## config.mk

```make
export PLATFORM = sky130hd
export DESIGN_NAME = dual_lcd_cursor_split
export DESIGN_NICKNAME = d
export VERILOG_FILES = /design/src/include/dual_lcd_pkg.sv /design/src/hw/dual_lcd_cursor_split.sv /design/src/hw/quad_pair_sequencer.sv
export VERILOG_INCLUDE_DIRS = /design/src /design/src/include
export SDC_FILE = /design/constraint.sdc
export NUM_CORES = 1
export LEC_CHECK = 0
export BUFFER_PORTS_ARGS = -buffer_cell sky130_fd_sc_hd__buf_2
export CAP_MARGIN = 10
export CORE_MARGIN = 2
export CORE_UTILIZATION = 25
export DETAILED_ROUTE_END_ITERATION = 10
export MAX_ROUTING_LAYER = met4
export PLACE_DENSITY_LB_ADDON = 0.15
export SLEW_MARGIN = 25
export SYNTH_ARGS = -nofsm -noshare
export SYNTH_HDL_FRONTEND = slang
export SYNTH_HIERARCHICAL = 1
export SYNTH_SLANG_ARGS = --single-unit
```

## constraint.sdc

```tcl
create_clock -name clk -period 4.5 [get_ports clk]
set_clock_uncertainty 0.05 [all_clocks]
set_input_delay 0.45 -clock clk [delete_from_list [all_inputs] [get_ports clk]]
set_output_delay 0.45 -clock clk [all_outputs]
set_load 0.02 [all_outputs]
```

## src/include/dual_lcd_defines.svh

```systemverilog
// Register offsets, field positions, placement codes, reset values and response codes of the split panel video block
`ifndef DUAL_LCD_DEFINES_SVH
`define DUAL_LCD_DEFINES_SVH

`define DL_OFF_EXT 8'h00
`define DL_OFF_MAIN 8'h04
`define DL_OFF_CVB 8'h08
`define DL_OFF_CVF 8'h0c
`define DL_OFF_DVB 8'h10
`define DL_OFF_DVF 8'h14
`define DL_OFF_LINE 8'h18
`define DL_OFF_STAT 8'h1c

`define DL_LCD_BIT 13
`define DL_DUP_BIT 13
`define DL_RUN_BIT 0
`define DL_PLACE_HI 14
`define DL_PLACE_LO 13
`define DL_RASTER_HI 10

`define DL_PLACE_OFF 2'h0
`define DL_PLACE_UPPER 2'h1
`define DL_PLACE_LOWER 2'h2
`define DL_PLACE_STRADDLE 2'h3

`define DL_RST_WORD 32'h0000_0000
`define DL_RST_LINE 32'h0000_0028
`define DL_RESP_OKAY 2'h0
`define DL_RESP_SLVERR 2'h2

`endif

```

## src/include/dual_lcd_pkg.sv

```systemverilog
// Types shared by the split panel video block
package dual_lcd_pkg;
   typedef logic [10:0] raster_t;
   typedef logic [127:0] quad_t;
   typedef struct packed {
      quad_t upper;
      quad_t lower;
   } quad_pair_t;
   typedef struct packed {
      logic upper;
      logic lower;
   } cursor_on_t;
   typedef enum logic [1:0] {ASK_UP, ASK_LO, TAKE_UP, TAKE_LO} fetch_state_t;
endpackage

```

## src/hw/dual_lcd_cursor_split.sv

```systemverilog
// Split panel LCD video block: register slave, paired fetches, concurrent halves and cursor placement
//
// Overview of operation
// [RULE_01] Software sets the LCD bit of the external control register before dual panel use.
// [RULE_02] Bit 13 of the main control register switches the video logic into duplex operation.
// [RULE_03] In duplex the upper and lower halves receive their data in the same output beat.
// [RULE_04] The first quad of each pair goes to the upper half, the second to the same place in the lower.
// [RULE_05] The block orders its own fetches, so the frame buffer is laid out as for one panel.
// [RULE_06] Bits 14:13 of the cursor begin register select off, upper, lower or straddling placement.
// [RULE_07] Normally begin and finish count rasters from vertical sync to the cursor's first and last line.
// [RULE_08] Software programs begin and finish as for one panel when the cursor sits in one half.
// [RULE_09] When straddling, begin marks the cursor end in the lower half and finish its start in the upper.
// [RULE_10] Straddling shows the lower half from display begin to begin, the upper from finish to display finish.
// [RULE_11] The top rasters of the lower half are sent alongside, not after, the bottom rasters of the upper; the code sends them with the upper top rasters.
// [RULE_12] In dual panel mode fetch requests always go out in pairs, one per half.
// [RULE_13] Placement 00 gives begin and finish their single panel meaning whatever the duplex state.
`timescale 1ns/1ps
`default_nettype none
`include "dual_lcd_defines.svh"
module dual_lcd_cursor_split (
   input wire logic clk,
   input wire logic rstn,
   // AXI4-Lite slave
   input wire logic [7:0] s_awaddr,
   input wire logic [2:0] s_awprot,
   input wire logic s_awvalid,
   output logic s_awready,
   input wire logic [31:0] s_wdata,
   input wire logic [3:0] s_wstrb,
   input wire logic s_wvalid,
   output logic s_wready,
   output logic [1:0] s_bresp,
   output logic s_bvalid,
   input wire logic s_bready,
   input wire logic [7:0] s_araddr,
   input wire logic [2:0] s_arprot,
   input wire logic s_arvalid,
   output logic s_arready,
   output logic [31:0] s_rdata,
   output logic [1:0] s_rresp,
   output logic s_rvalid,
   input wire logic s_rready,
   // Memory fetch side
   output logic fetch_req_valid,
   input wire logic fetch_req_ready,
   output logic fetch_req_lower,
   input wire logic quad_valid,
   input wire dual_lcd_pkg::quad_t quad_data,
   output logic quad_ready,
   // Panel side
   output dual_lcd_pkg::quad_t panel_upper,
   output dual_lcd_pkg::quad_t panel_lower,
   output logic panel_valid,
   output logic cursor_upper,
   output logic cursor_lower,
   output logic line_end,
   output logic frame_start,
   output logic lcd_mode,
   output logic duplex_mode
);
   logic [31:0] ext_r, main_r, cvb_r, cvf_r, dvb_r, dvf_r, line_r;
   logic aw_got_r, w_got_r;
   logic [7:0] aw_addr_r;
   logic [31:0] w_data_r;
   logic [3:0] w_strb_r;
   logic wr_commit, ar_fire, aw_fire, w_fire;
   logic [31:0] rd_word;
   logic rd_hit, wr_hit;
   logic run, duplex;
   logic [1:0] place;
   dual_lcd_pkg::raster_t raster_r, cvb, cvf, dvb, dvf;
   logic [15:0] quad_cnt_r;
   logic last_quad, last_raster;
   dual_lcd_pkg::quad_pair_t pair;
   logic pair_valid;
   dual_lcd_pkg::cursor_on_t cur_nxt;

   // Address decode shared by the read and write paths
   function automatic logic reg_hit(input logic [7:0] a);
      reg_hit = (a[1:0] == 2'h0) && (a <= `DL_OFF_STAT);
   endfunction

   // Byte lane merge for partial writes
   function automatic logic [31:0] merge(input logic [31:0] old, input logic [31:0] dat, input logic [3:0] strb);
      logic [31:0] m;
      m = old;
      for (int i = 0; i < 4; i++)
         if (strb[i])
            m[8*i +: 8] = dat[8*i +: 8];
      merge = m;
   endfunction

   // Inclusive raster window test
   function automatic logic in_span(input dual_lcd_pkg::raster_t r, input dual_lcd_pkg::raster_t lo,
                                    input dual_lcd_pkg::raster_t hi);
      in_span = (r >= lo) && (r <= hi);
   endfunction

   // Bus handshakes
   assign aw_fire = s_awvalid & s_awready;
   assign w_fire = s_wvalid & s_wready;
   assign ar_fire = s_arvalid & s_arready;
   assign wr_commit = aw_got_r & w_got_r & ~s_bvalid;
   assign wr_hit = reg_hit(aw_addr_r) && (aw_addr_r != `DL_OFF_STAT);
   assign rd_hit = reg_hit(s_araddr);

   // Address and data may arrive in either order; each is held until both are in
   always_ff @(posedge clk or negedge rstn) begin
      if (!rstn) begin
         s_awready <= 1'b1;
         s_wready <= 1'b1;
         aw_got_r <= 1'b0;
         w_got_r <= 1'b0;
         aw_addr_r <= 8'h00;
         w_data_r <= 32'h0000_0000;
         w_strb_r <= 4'h0;
      end else begin
         if (aw_fire) begin
            aw_addr_r <= s_awaddr;
            aw_got_r <= 1'b1;
            s_awready <= 1'b0;
         end else if (wr_commit) begin
            aw_got_r <= 1'b0;
         end
         if (w_fire) begin
            w_data_r <= s_wdata;
            w_strb_r <= s_wstrb;
            w_got_r <= 1'b1;
            s_wready <= 1'b0;
         end else if (wr_commit) begin
            w_got_r <= 1'b0;
         end
         if (s_bvalid && s_bready) begin
            s_awready <= 1'b1;
            s_wready <= 1'b1;
         end
      end
   end

   // Write response one cycle after both halves of a write are held
   always_ff @(posedge clk or negedge rstn) begin
      if (!rstn) begin
         s_bvalid <= 1'b0;
         s_bresp <= `DL_RESP_OKAY;
      end else if (wr_commit) begin
         s_bvalid <= 1'b1;
         s_bresp <= wr_hit ? `DL_RESP_OKAY : `DL_RESP_SLVERR;
      end else if (s_bready) begin
         s_bvalid <= 1'b0;
      end
   end

   // Software registers; the status word is read only
   always_ff @(posedge clk or negedge rstn) begin
      if (!rstn) begin
         ext_r <= `DL_RST_WORD;
         main_r <= `DL_RST_WORD;
         cvb_r <= `DL_RST_WORD;
         cvf_r <= `DL_RST_WORD;
         dvb_r <= `DL_RST_WORD;
         dvf_r <= `DL_RST_WORD;
         line_r <= `DL_RST_LINE;
      end else if (wr_commit && wr_hit) begin
         case (aw_addr_r)
            `DL_OFF_EXT: ext_r <= merge(ext_r, w_data_r, w_strb_r);
            `DL_OFF_MAIN: main_r <= merge(main_r, w_data_r, w_strb_r);
            `DL_OFF_CVB: cvb_r <= merge(cvb_r, w_data_r, w_strb_r); // RULE_06
            `DL_OFF_CVF: cvf_r <= merge(cvf_r, w_data_r, w_strb_r);
            `DL_OFF_DVB: dvb_r <= merge(dvb_r, w_data_r, w_strb_r);
            `DL_OFF_DVF: dvf_r <= merge(dvf_r, w_data_r, w_strb_r);
            `DL_OFF_LINE: line_r <= merge(line_r, w_data_r, w_strb_r);
            default: ext_r <= ext_r;
         endcase
      end
   end

   // Read data selection
   assign rd_word = (s_araddr == `DL_OFF_EXT) ? ext_r :
                    (s_araddr == `DL_OFF_MAIN) ? main_r :
                    (s_araddr == `DL_OFF_CVB) ? cvb_r :
                    (s_araddr == `DL_OFF_CVF) ? cvf_r :
                    (s_araddr == `DL_OFF_DVB) ? dvb_r :
                    (s_araddr == `DL_OFF_DVF) ? dvf_r :
                    (s_araddr == `DL_OFF_LINE) ? line_r :
                    {12'h000, cursor_upper, cursor_lower, duplex, run, 5'h00, raster_r};

   // Read answer is registered, so data appear the cycle after the address is taken
   always_ff @(posedge clk or negedge rstn) begin
      if (!rstn) begin
         s_arready <= 1'b1;
         s_rvalid <= 1'b0;
         s_rdata <= 32'h0000_0000;
         s_rresp <= `DL_RESP_OKAY;
      end else if (ar_fire) begin
         s_arready <= 1'b0;
         s_rvalid <= 1'b1;
         s_rdata <= rd_hit ? rd_word : 32'h0000_0000;
         s_rresp <= rd_hit ? `DL_RESP_OKAY : `DL_RESP_SLVERR;
      end else if (s_rvalid && s_rready) begin
         s_rvalid <= 1'b0;
         s_arready <= 1'b1;
      end
   end

   // Mode decode; duplex only counts when the panel is also set up as an LCD
   assign run = main_r[`DL_RUN_BIT];
   assign duplex = main_r[`DL_DUP_BIT] & ext_r[`DL_LCD_BIT]; // RULE_02 RULE_01
   assign place = cvb_r[`DL_PLACE_HI:`DL_PLACE_LO]; // RULE_06
   assign cvb = cvb_r[`DL_RASTER_HI:0];
   assign cvf = cvf_r[`DL_RASTER_HI:0];
   assign dvb = dvb_r[`DL_RASTER_HI:0];
   assign dvf = dvf_r[`DL_RASTER_HI:0];

   // The sequencer walks one linear buffer; software needs no split layout
   quad_pair_sequencer seq (
      .clk(clk),
      .rstn(rstn),
      .run(run),
      .duplex(duplex),
      .req_valid(fetch_req_valid), // RULE_05
      .req_ready(fetch_req_ready),
      .req_lower(fetch_req_lower),
      .quad_valid(quad_valid),
      .quad_data(quad_data),
      .quad_ready(quad_ready),
      .pair(pair),
      .pair_valid(pair_valid)
   );

   // Raster position counts per pair; both halves share one count
   assign last_quad = (quad_cnt_r >= line_r[15:0] - 16'h0001);
   assign last_raster = (raster_r >= dvf);

   always_ff @(posedge clk or negedge rstn) begin
      if (!rstn) begin
         quad_cnt_r <= 16'h0000;
         raster_r <= '0;
      end else if (pair_valid) begin
         if (last_quad) begin
            quad_cnt_r <= 16'h0000;
            raster_r <= last_raster ? dual_lcd_pkg::raster_t'(0) : raster_r + 11'h001; // RULE_11
         end else begin
            quad_cnt_r <= quad_cnt_r + 16'h0001;
         end
      end
   end

   // Cursor windows by placement; straddling swaps the meaning of begin and finish
   always_comb begin
      cur_nxt = '0;
      case (place)
         `DL_PLACE_OFF: cur_nxt.upper = in_span(raster_r, cvb, cvf); // RULE_13 RULE_07
         `DL_PLACE_UPPER: cur_nxt.upper = in_span(raster_r, cvb, cvf); // RULE_07
         `DL_PLACE_LOWER: cur_nxt.lower = in_span(raster_r, cvb, cvf); // RULE_07
         `DL_PLACE_STRADDLE: begin
            cur_nxt.lower = in_span(raster_r, dvb, cvb); // RULE_09 RULE_10
            cur_nxt.upper = in_span(raster_r, cvf, dvf); // RULE_09 RULE_10
         end
         default: cur_nxt = '0;
      endcase
      if (!duplex && place != `DL_PLACE_OFF)
         cur_nxt = '{upper: in_span(raster_r, cvb, cvf), lower: 1'b0};
   end

   // Both halves leave on the same beat, lower top rasters beside upper top ones
   always_ff @(posedge clk or negedge rstn) begin
      if (!rstn) begin
         panel_upper <= '0;
         panel_lower <= '0;
         panel_valid <= 1'b0;
         cursor_upper <= 1'b0;
         cursor_lower <= 1'b0;
         line_end <= 1'b0;
         frame_start <= 1'b0;
      end else begin
         panel_valid <= pair_valid; // RULE_03
         line_end <= pair_valid & last_quad;
         frame_start <= pair_valid & last_quad & last_raster;
         if (pair_valid) begin
            panel_upper <= pair.upper; // RULE_03
            panel_lower <= pair.lower; // RULE_03
            cursor_upper <= cur_nxt.upper;
            cursor_lower <= cur_nxt.lower;
         end
      end
   end

   // Mode levels for the panel drivers
   always_ff @(posedge clk or negedge rstn) begin
      if (!rstn) begin
         lcd_mode <= 1'b0;
         duplex_mode <= 1'b0;
      end else begin
         lcd_mode <= ext_r[`DL_LCD_BIT];
         duplex_mode <= duplex;
      end
   end
endmodule // dual_lcd_cursor_split
`default_nettype wire

```

## src/hw/quad_pair_sequencer.sv

```systemverilog
// Fetch sequencer that asks for quad words and steers them to the two panel halves
`timescale 1ns/1ps
`default_nettype none
module quad_pair_sequencer (
   input wire logic clk,
   input wire logic rstn,
   input wire logic run,
   input wire logic duplex,
   output logic req_valid,
   input wire logic req_ready,
   output logic req_lower,
   input wire logic quad_valid,
   input wire dual_lcd_pkg::quad_t quad_data,
   output logic quad_ready,
   output dual_lcd_pkg::quad_pair_t pair,
   output logic pair_valid
);
   dual_lcd_pkg::fetch_state_t state_r, state_nxt;
   logic dup_pair_r;
   logic req_fire, quad_fire, start_pair;

   assign req_fire = req_valid & req_ready;
   assign quad_fire = quad_valid & quad_ready;
   assign start_pair = (state_r == dual_lcd_pkg::ASK_UP) & run & ~req_valid;

   // Requests go out upper then lower, data come back in that order
   always_comb begin
      state_nxt = state_r;
      case (state_r)
         dual_lcd_pkg::ASK_UP: begin
            if (req_fire)
               state_nxt = dup_pair_r ? dual_lcd_pkg::ASK_LO : dual_lcd_pkg::TAKE_UP; // RULE_12
         end
         dual_lcd_pkg::ASK_LO: begin
            if (req_fire)
               state_nxt = dual_lcd_pkg::TAKE_UP;
         end
         dual_lcd_pkg::TAKE_UP: begin
            if (quad_fire)
               state_nxt = dup_pair_r ? dual_lcd_pkg::TAKE_LO : dual_lcd_pkg::ASK_UP; // RULE_04
         end
         dual_lcd_pkg::TAKE_LO: begin
            if (quad_fire)
               state_nxt = dual_lcd_pkg::ASK_UP;
         end
         default: state_nxt = dual_lcd_pkg::ASK_UP;
      endcase
   end

   // Duplex is frozen per pair so a mode change never splits a pair
   always_ff @(posedge clk or negedge rstn) begin
      if (!rstn) begin
         state_r <= dual_lcd_pkg::ASK_UP;
         dup_pair_r <= 1'b0;
         req_valid <= 1'b0;
         req_lower <= 1'b0;
         quad_ready <= 1'b0;
      end else begin
         state_r <= state_nxt;
         if (start_pair)
            dup_pair_r <= duplex; // RULE_12
         req_valid <= (start_pair | (state_nxt == dual_lcd_pkg::ASK_LO)) & ~(req_fire & state_nxt != state_r)
                      | (req_valid & ~req_fire);
         req_lower <= (state_nxt == dual_lcd_pkg::ASK_LO);
         quad_ready <= (state_nxt == dual_lcd_pkg::TAKE_UP) | (state_nxt == dual_lcd_pkg::TAKE_LO);
      end
   end

   // First quad of a pair feeds the upper half, second the lower half
   always_ff @(posedge clk or negedge rstn) begin
      if (!rstn) begin
         pair <= '0;
         pair_valid <= 1'b0;
      end else begin
         if (quad_fire && state_r == dual_lcd_pkg::TAKE_UP) begin
            pair.upper <= quad_data; // RULE_04
            if (!dup_pair_r)
               pair.lower <= '0;
         end
         if (quad_fire && state_r == dual_lcd_pkg::TAKE_LO)
            pair.lower <= quad_data; // RULE_04
         pair_valid <= quad_fire & ((state_r == dual_lcd_pkg::TAKE_LO) | ~dup_pair_r);
      end
   end
endmodule // quad_pair_sequencer
`default_nettype wire

```

# [Word level (Yosys, flattened, before mapping)]
# Cells that the tools add are included.
[op_classes] muxes=38 bitwise=25 reduce_logical=58 magnitude_cmp=10 add_sub_neg=3 eq_ne=24
[ops] operator="$mux W128" count=3
[ops] operator="$mux W32" count=8
[ops] operator="$reduce_and A3 Y1" count=28
[ops] operator="$eq A8 B5 Y1 const B" count=6
[ops] operator="$ge A11 B11 Y1" count=4
[ops] operator="$le A11 B11 Y1" count=3
[ops] operator="$eq A8 B4 Y1 const B" count=4
[ops] operator="$mux W2" count=9
[ops] operator="$add A16 B1 Y16 const B" count=1
[ops] operator="$and A1 B1 Y1" count=16
[ops] operator="$eq A8 B3 Y1 const B" count=2
[ops] operator="$ge A16 B16 Y1" count=1
[ops] operator="$le A8 B5 Y1 const B" count=2
[ops] operator="$logic_not A8 Y1" count=2
[ops] operator="$mux W16" count=1
[ops] operator="$reduce_bool A2 Y1" count=8
[ops] operator="$sub A16 B1 Y16 const B" count=1
[ops] operator="$mux W1" count=13
[ops] operator="$eq A2 B2 Y1 const B" count=6
[ops] operator="$logic_and A1 B1 Y1" count=12
[ops] operator="$add A11 B1 Y11 const B" count=1
[ops] operator="$mux W11" count=1
[ops] operator="$logic_not A2 Y1" count=4
[ops] operator="$ne A8 B5 Y1 const B" count=1
[ops] operator="other kinds (10)" count=21
[word_totals] input_bits=195 elab_cells=218 ff_bits=864

# [Logic depth before layout (Yosys ltp)]
[logic_depth] depth_word=9 depth_mapped=15

# [Modules after synthesis]
# The synthesis kept the hierarchy.
[modules_own_cells] module="dual_lcd_cursor_split" area_each_um2=26410.3 instances=1 cells_per_inst=2054 seq_area_each_um2=14995.6
[modules_own_cells] module="quad_pair_sequencer" area_each_um2=10024.6 instances=1 cells_per_inst=580 seq_area_each_um2=6581.3

# [Worst setup path before layout]
# No wires, ideal clock.
[synth_path] path_kind="reg2reg" from="register line_r[2]" to="register raster_r[7]" required_ps=4340 path_stages_with_launch=13 path_buffers=1 arrival_time_ps=3392 synth_period_minus_slack_ps=3552 path_slack_ps=948 setup_ps=110 path_cell_list="dfrtp_1 -> or3_1 -> or4b_2 -> nand2b_1 -> xor2_1 -> ha_1 -> and3_1 -> a221oi_1 -> nand3b_1 -> o211ai_1 -> clkbuf_1 -> o21ai_0 -> o41ai_1"
[synth_via] elab_chain_cells=3
[synth_lines] element="start, declared" line="dual_lcd_cursor_split.sv:61" text="logic [31:0] ext_r, main_r, cvb_r, cvf_r, dvb_r, dvf_r, line_r;"
[synth_lines] element="start signal, assigned" line="dual_lcd_cursor_split.sv:162" text="line_r <= `DL_RST_LINE;"
[synth_lines] element="start signal, assigned" line="dual_lcd_cursor_split.sv:171" text="`DL_OFF_LINE: line_r <= merge(line_r, w_data_r, w_strb_r);"
[synth_lines] element="$sub A16 B1 Y16" line="dual_lcd_cursor_split.sv:231" text="assign last_quad = (quad_cnt_r >= line_r[15:0] - 16'h0001);"
[synth_lines] element="$ge A16 B16 Y1" line="dual_lcd_cursor_split.sv:231"
[synth_lines] element="$reduce_and A2 Y1 (no line)"
[synth_lines] element="end signal, assigned" line="dual_lcd_cursor_split.sv:241" text="raster_r <= last_raster ? dual_lcd_pkg::raster_t'(0) : raster_r + 11'h001;"
[synth_lines] element="end, declared" line="dual_lcd_cursor_split.sv:71" text="dual_lcd_pkg::raster_t raster_r, cvb, cvf, dvb, dvf;"
# No other way between the ends.
# A chain may end at the register's enable or synchronous reset.

# [Final worst setup path]
[layout_path] from="register line_r[2]" to="register raster_r[6]"
# Same word-level chain as after synthesis.

==> metrics.md <==
| Metric | Value |
|---|---|
| Clock buffer count from CTS | `~100` |
| Pre-Repair DR Iteration Count | `5` |
| Vias in the first global route | `25254` |
| CTS tree | `yes` |
| Cells after Synth | `roughly 2600` |
| Synth Flop Type | `dfrtp_1` |
| Leading area contributor after synthesis | `dfrtp_1` |
| # port buffers | `between 400 and 500` |
| Worst hold-check path type | `in -> async` |
| Die Width | `a little under 400 um` |
| GP Congestion | `~0.80` |
| Fin crit share | `89.2%` |
| Clk sinks | `862` |
| Post-synthesis sequential area ratio | `59.2%` |
| Drt total wl | `111 mm` |
| Area grow syn2layout | `28.4%` |
| Post-route ant nets | `0` |
| Top cell family by delay on the critical path | `simple AND/OR/NAND/NOR gates` |
| Max-cap viol count | `0` |
| Mapped Avg Cell Area | `around 14 um^2` |
| Async S/R FF share, synth | `100%` |
| Ys Warns | `6` |
| Post-layout util | `between 30% and 40%` |
| Clk Tree Root Cell | `clkbuf_16` |
| VDD IR max | `roughly 0.3 mV` |
| Largest net degree at the start of global routing | `between 100 and 150` |
| Total GRT Usage | `15.4%` |
| Post-route total power | `between 20 and 25 mW` |
| Final Hold Vio Count | `0` |
| Synth top area share | `between 50% and 60%` |
| Die area | `about 150000 um^2` |
| Layout cell share with drive strength beyond 1 | `between 40% and 50%` |
| WP data required | `roughly 5000 ps` |
| Status | `completed` |
| IO Count | `about 500` |
| Mapped cell area | `approximately 36000 um^2` |
| CP bufs+invs | `0` |
| Relative slew slack | `approximately 30%` |
| Area of the core | `145000 um^2` |
| DPL Wire Length | `roughly 75 mm` |
| CTS HTree Levels | `3` |
| Worst path slowest cell | `or4b_2` |
| Minimum clock period | `approximately 4000 ps` |
| DRT iter0 DRCs | `~1100` |
| Synth top area cells | `dfrtp_1 59%, mux2_2 16%, mux2_4 4.9%` |
| Worst Max-Slew Pin Slew | `1050 ps` |
| First-pass GRT wire length | `between 150 and 200 mm` |
| FF+latch count, synth | `approximately 860` |
| Fmax | `0.249 GHz` |
| Unrepaired setup endpoints after global routing | `no` |
| Clock latency at the later pin of the worst-skew pair | `720 ps` |
| Initial antenna violation count | `18` |
| Nets | `3593` |
| CP startpoint kind | `register` |
| Lkg Pwr | `around 23 nW` |
| Number of flops mapped to enable cells by yosys | `0` |
| Residual DRC | `0` |
| Crit path DAT | `between 4000 and 5000 ps` |
| PwrDens | `~500 nW/um^2` |
| # rows | `140` |
| Overall via count from detail_route | `23723` |
| Initial Util | `between 20% and 30%` |
| Unique cell type count in the Yosys netlist | `67` |
| Via density | `roughly 4.4` |
| Slowest stage delay, CP | `around 700 ps` |
| Die Span Y | `~390 um` |
| Longest Clk Path Bufs | `3` |
| Critical path class | `reg -> reg` |
| Final setup violation count | `0` |
| Crit-path cells | `or3_1 > or4b_2 > nand2b_1 > nor3_1 > xnor2_1 > ha_1 > a21oi_1 > o21ai_0 > nand3b_1 > o211ai_1 > nand2b_1 > o21ai_0` |
| CP max FO | `10` |
| CP Capture Type | `register` |
| Worst-path clk slew | `60 ps` |
| Total Neg Setup Slack | `0 ps` |
| Total grt overflow | `0` |
| Drt wl/cell | `20.8 um` |
| Final Max Slew Viols | `0` |
==> sequential cells by signal, summed over array words and instances (netlist names), 2 cells and up <==
register,cells
main_r,32
raster_r,11
panel_upper,128
w_strb_r,4
quad_cnt_r,16
seq/pair,256
line_r,32
w_data_r,32
aw_addr_r,8
cvf_r,32
dvf_r,32
cvb_r,32
s_rdata,32
panel_lower,128
dvb_r,32
seq/state_r,2
ext_r,32
==> Yosys cell counts (5+ instances only) <==
library cell / number
o21bai_1: 5
o22ai_1: 8
inv_1: 82
mux2_4: 120
nand3_1: 25
and3_1: 17
o31a_1: 11
nand2_1: 90
mux2_1: 8
or3_1: 5
o31ai_1: 8
buf_2: 35
ha_1: 63
dfstp_2: 5
nor2_1: 88
nor2b_1: 35
clkbuf_1: 78
dfrtp_1: 857
nor4_1: 6
o21a_1: 10
a21o_1: 11
a31oi_1: 19
a21oi_1: 84
xnor2_1: 12
o21ai_0: 85
buf_6: 14
o41ai_1: 11
nand4_1: 12
xor2_1: 13
mux2_2: 528
nand2b_1: 18
buf_1: 5
mux2i_1: 17
a211oi_1: 36
a22o_1: 134
nor3_1: 18
==> path summary, 6_finish.rpt <==
path,startpoint,endpoint,slack [ps],depth (start not counted)
worst max-delay path,line_r[2]$_DFFE_PN0P_,raster_r[6]$_DFFE_PN0P_,490,12
worst min-delay path,rstn,ext_r[27]$_DFFE_PN0P_,270,2
worst max register to register,line_r[2]$_DFFE_PN0P_,raster_r[6]$_DFFE_PN0P_,490,12
worst min register to register,seq/pair[230]$_DFFE_PN0P_,panel_upper[102]$_DFFE_PN0P_,420,1
max in group asynchronous,rstn,panel_upper[14]$_DFFE_PN0P_,2950,3
min in group clk,s_araddr[0],s_rdata[14]$_DFFE_PN0P_,280,6
==> final cells by class <==
cell class / instances / area, um^2
multi-input cells: 1555 / 13900
clock buffers: 150 / 3070
inverters: 82 / 308
fillers: 14612 / 98400
well taps: 1917 / 2400
diodes: 16 / 40.0
repair buffers: 731 / 4930
clock inverters: 41 / 536
flip-flops and latches: 862 / 21600
==> routing by layer <==
| metal | GRT usage [%] | vias up | wire length, um |
|---|---|---|---|
| li1 | - | 10969 | - |
| met1 | 20.1 | 12120 | 51000 |
| met2 | 22.9 | 489 | 50300 |
| met3 | 4.64 | 145 | 7500 |
| met4 | 4.18 | 0 | 2400 |
| met5 | - | - | 0 |
==> power breakdown <==
group | switching [mW] | total, mW | internal [mW]
logic | 2.13 | 4.23 | 2.11
clock network | 3.51 | 8.77 | 5.25
registers | 1.18 | 10.3 | 9.12
==> logic make-up after synthesis <==
| family | synth area share (%) |
|---|---|
| AND/OR/NAND/NOR | 4.52 |
| flip-flops | 59.2 |
| AO/OA/AOI/OAI | 8.75 |
| buffers and inverters | 2.70 |
| adder cells (fa/ha/maj) | 2.16 |
| multiplexers | 22.0 |
| other | 0.0103 |
| XOR/XNOR | 0.601 |
==> timing repair <==
item,4_1_cts,5_1_grt
setup buffers,0,0
resized for setup,0,0
hold endpoints to repair,364,0
hold buffers,183,0
==> layout by cell type (no fill, tap or decap), drive strengths merged, types with 18 or more instances in the layout <==
| master | count |
|---|---|
| nor2 | 91 |
| o21ai | 86 |
| a31oi | 19 |
| nand3 | 25 |
| ha | 63 |
| nor2b | 35 |
| buf | 548 |
| nand2 | 94 |
| nand2b | 18 |
| dlygate4sd3 | 183 |
| a21oi | 84 |
| clkbuf | 150 |
| a211oi | 36 |
| dfrtp | 857 |
| mux2 | 656 |
| nor3 | 21 |
| clkinv | 25 |
| a22o | 134 |
| inv | 85 |
==> per-stage QoR <==
stage	hold slack (ps)	setup WS, ps	std cells	cell area [um^2]
6_report	267	485	5354	46800
2_1_floorplan	104	948	2635	36400
5_1_grt	274	81.5	5353	46800
3_3_place_gp	414	409	4963	41300
4_1_cts	206	390	5338	46700
3_5_place_dp	414	451	4964	41300
No activity file was read; power rests on OpenSTA's default activity.
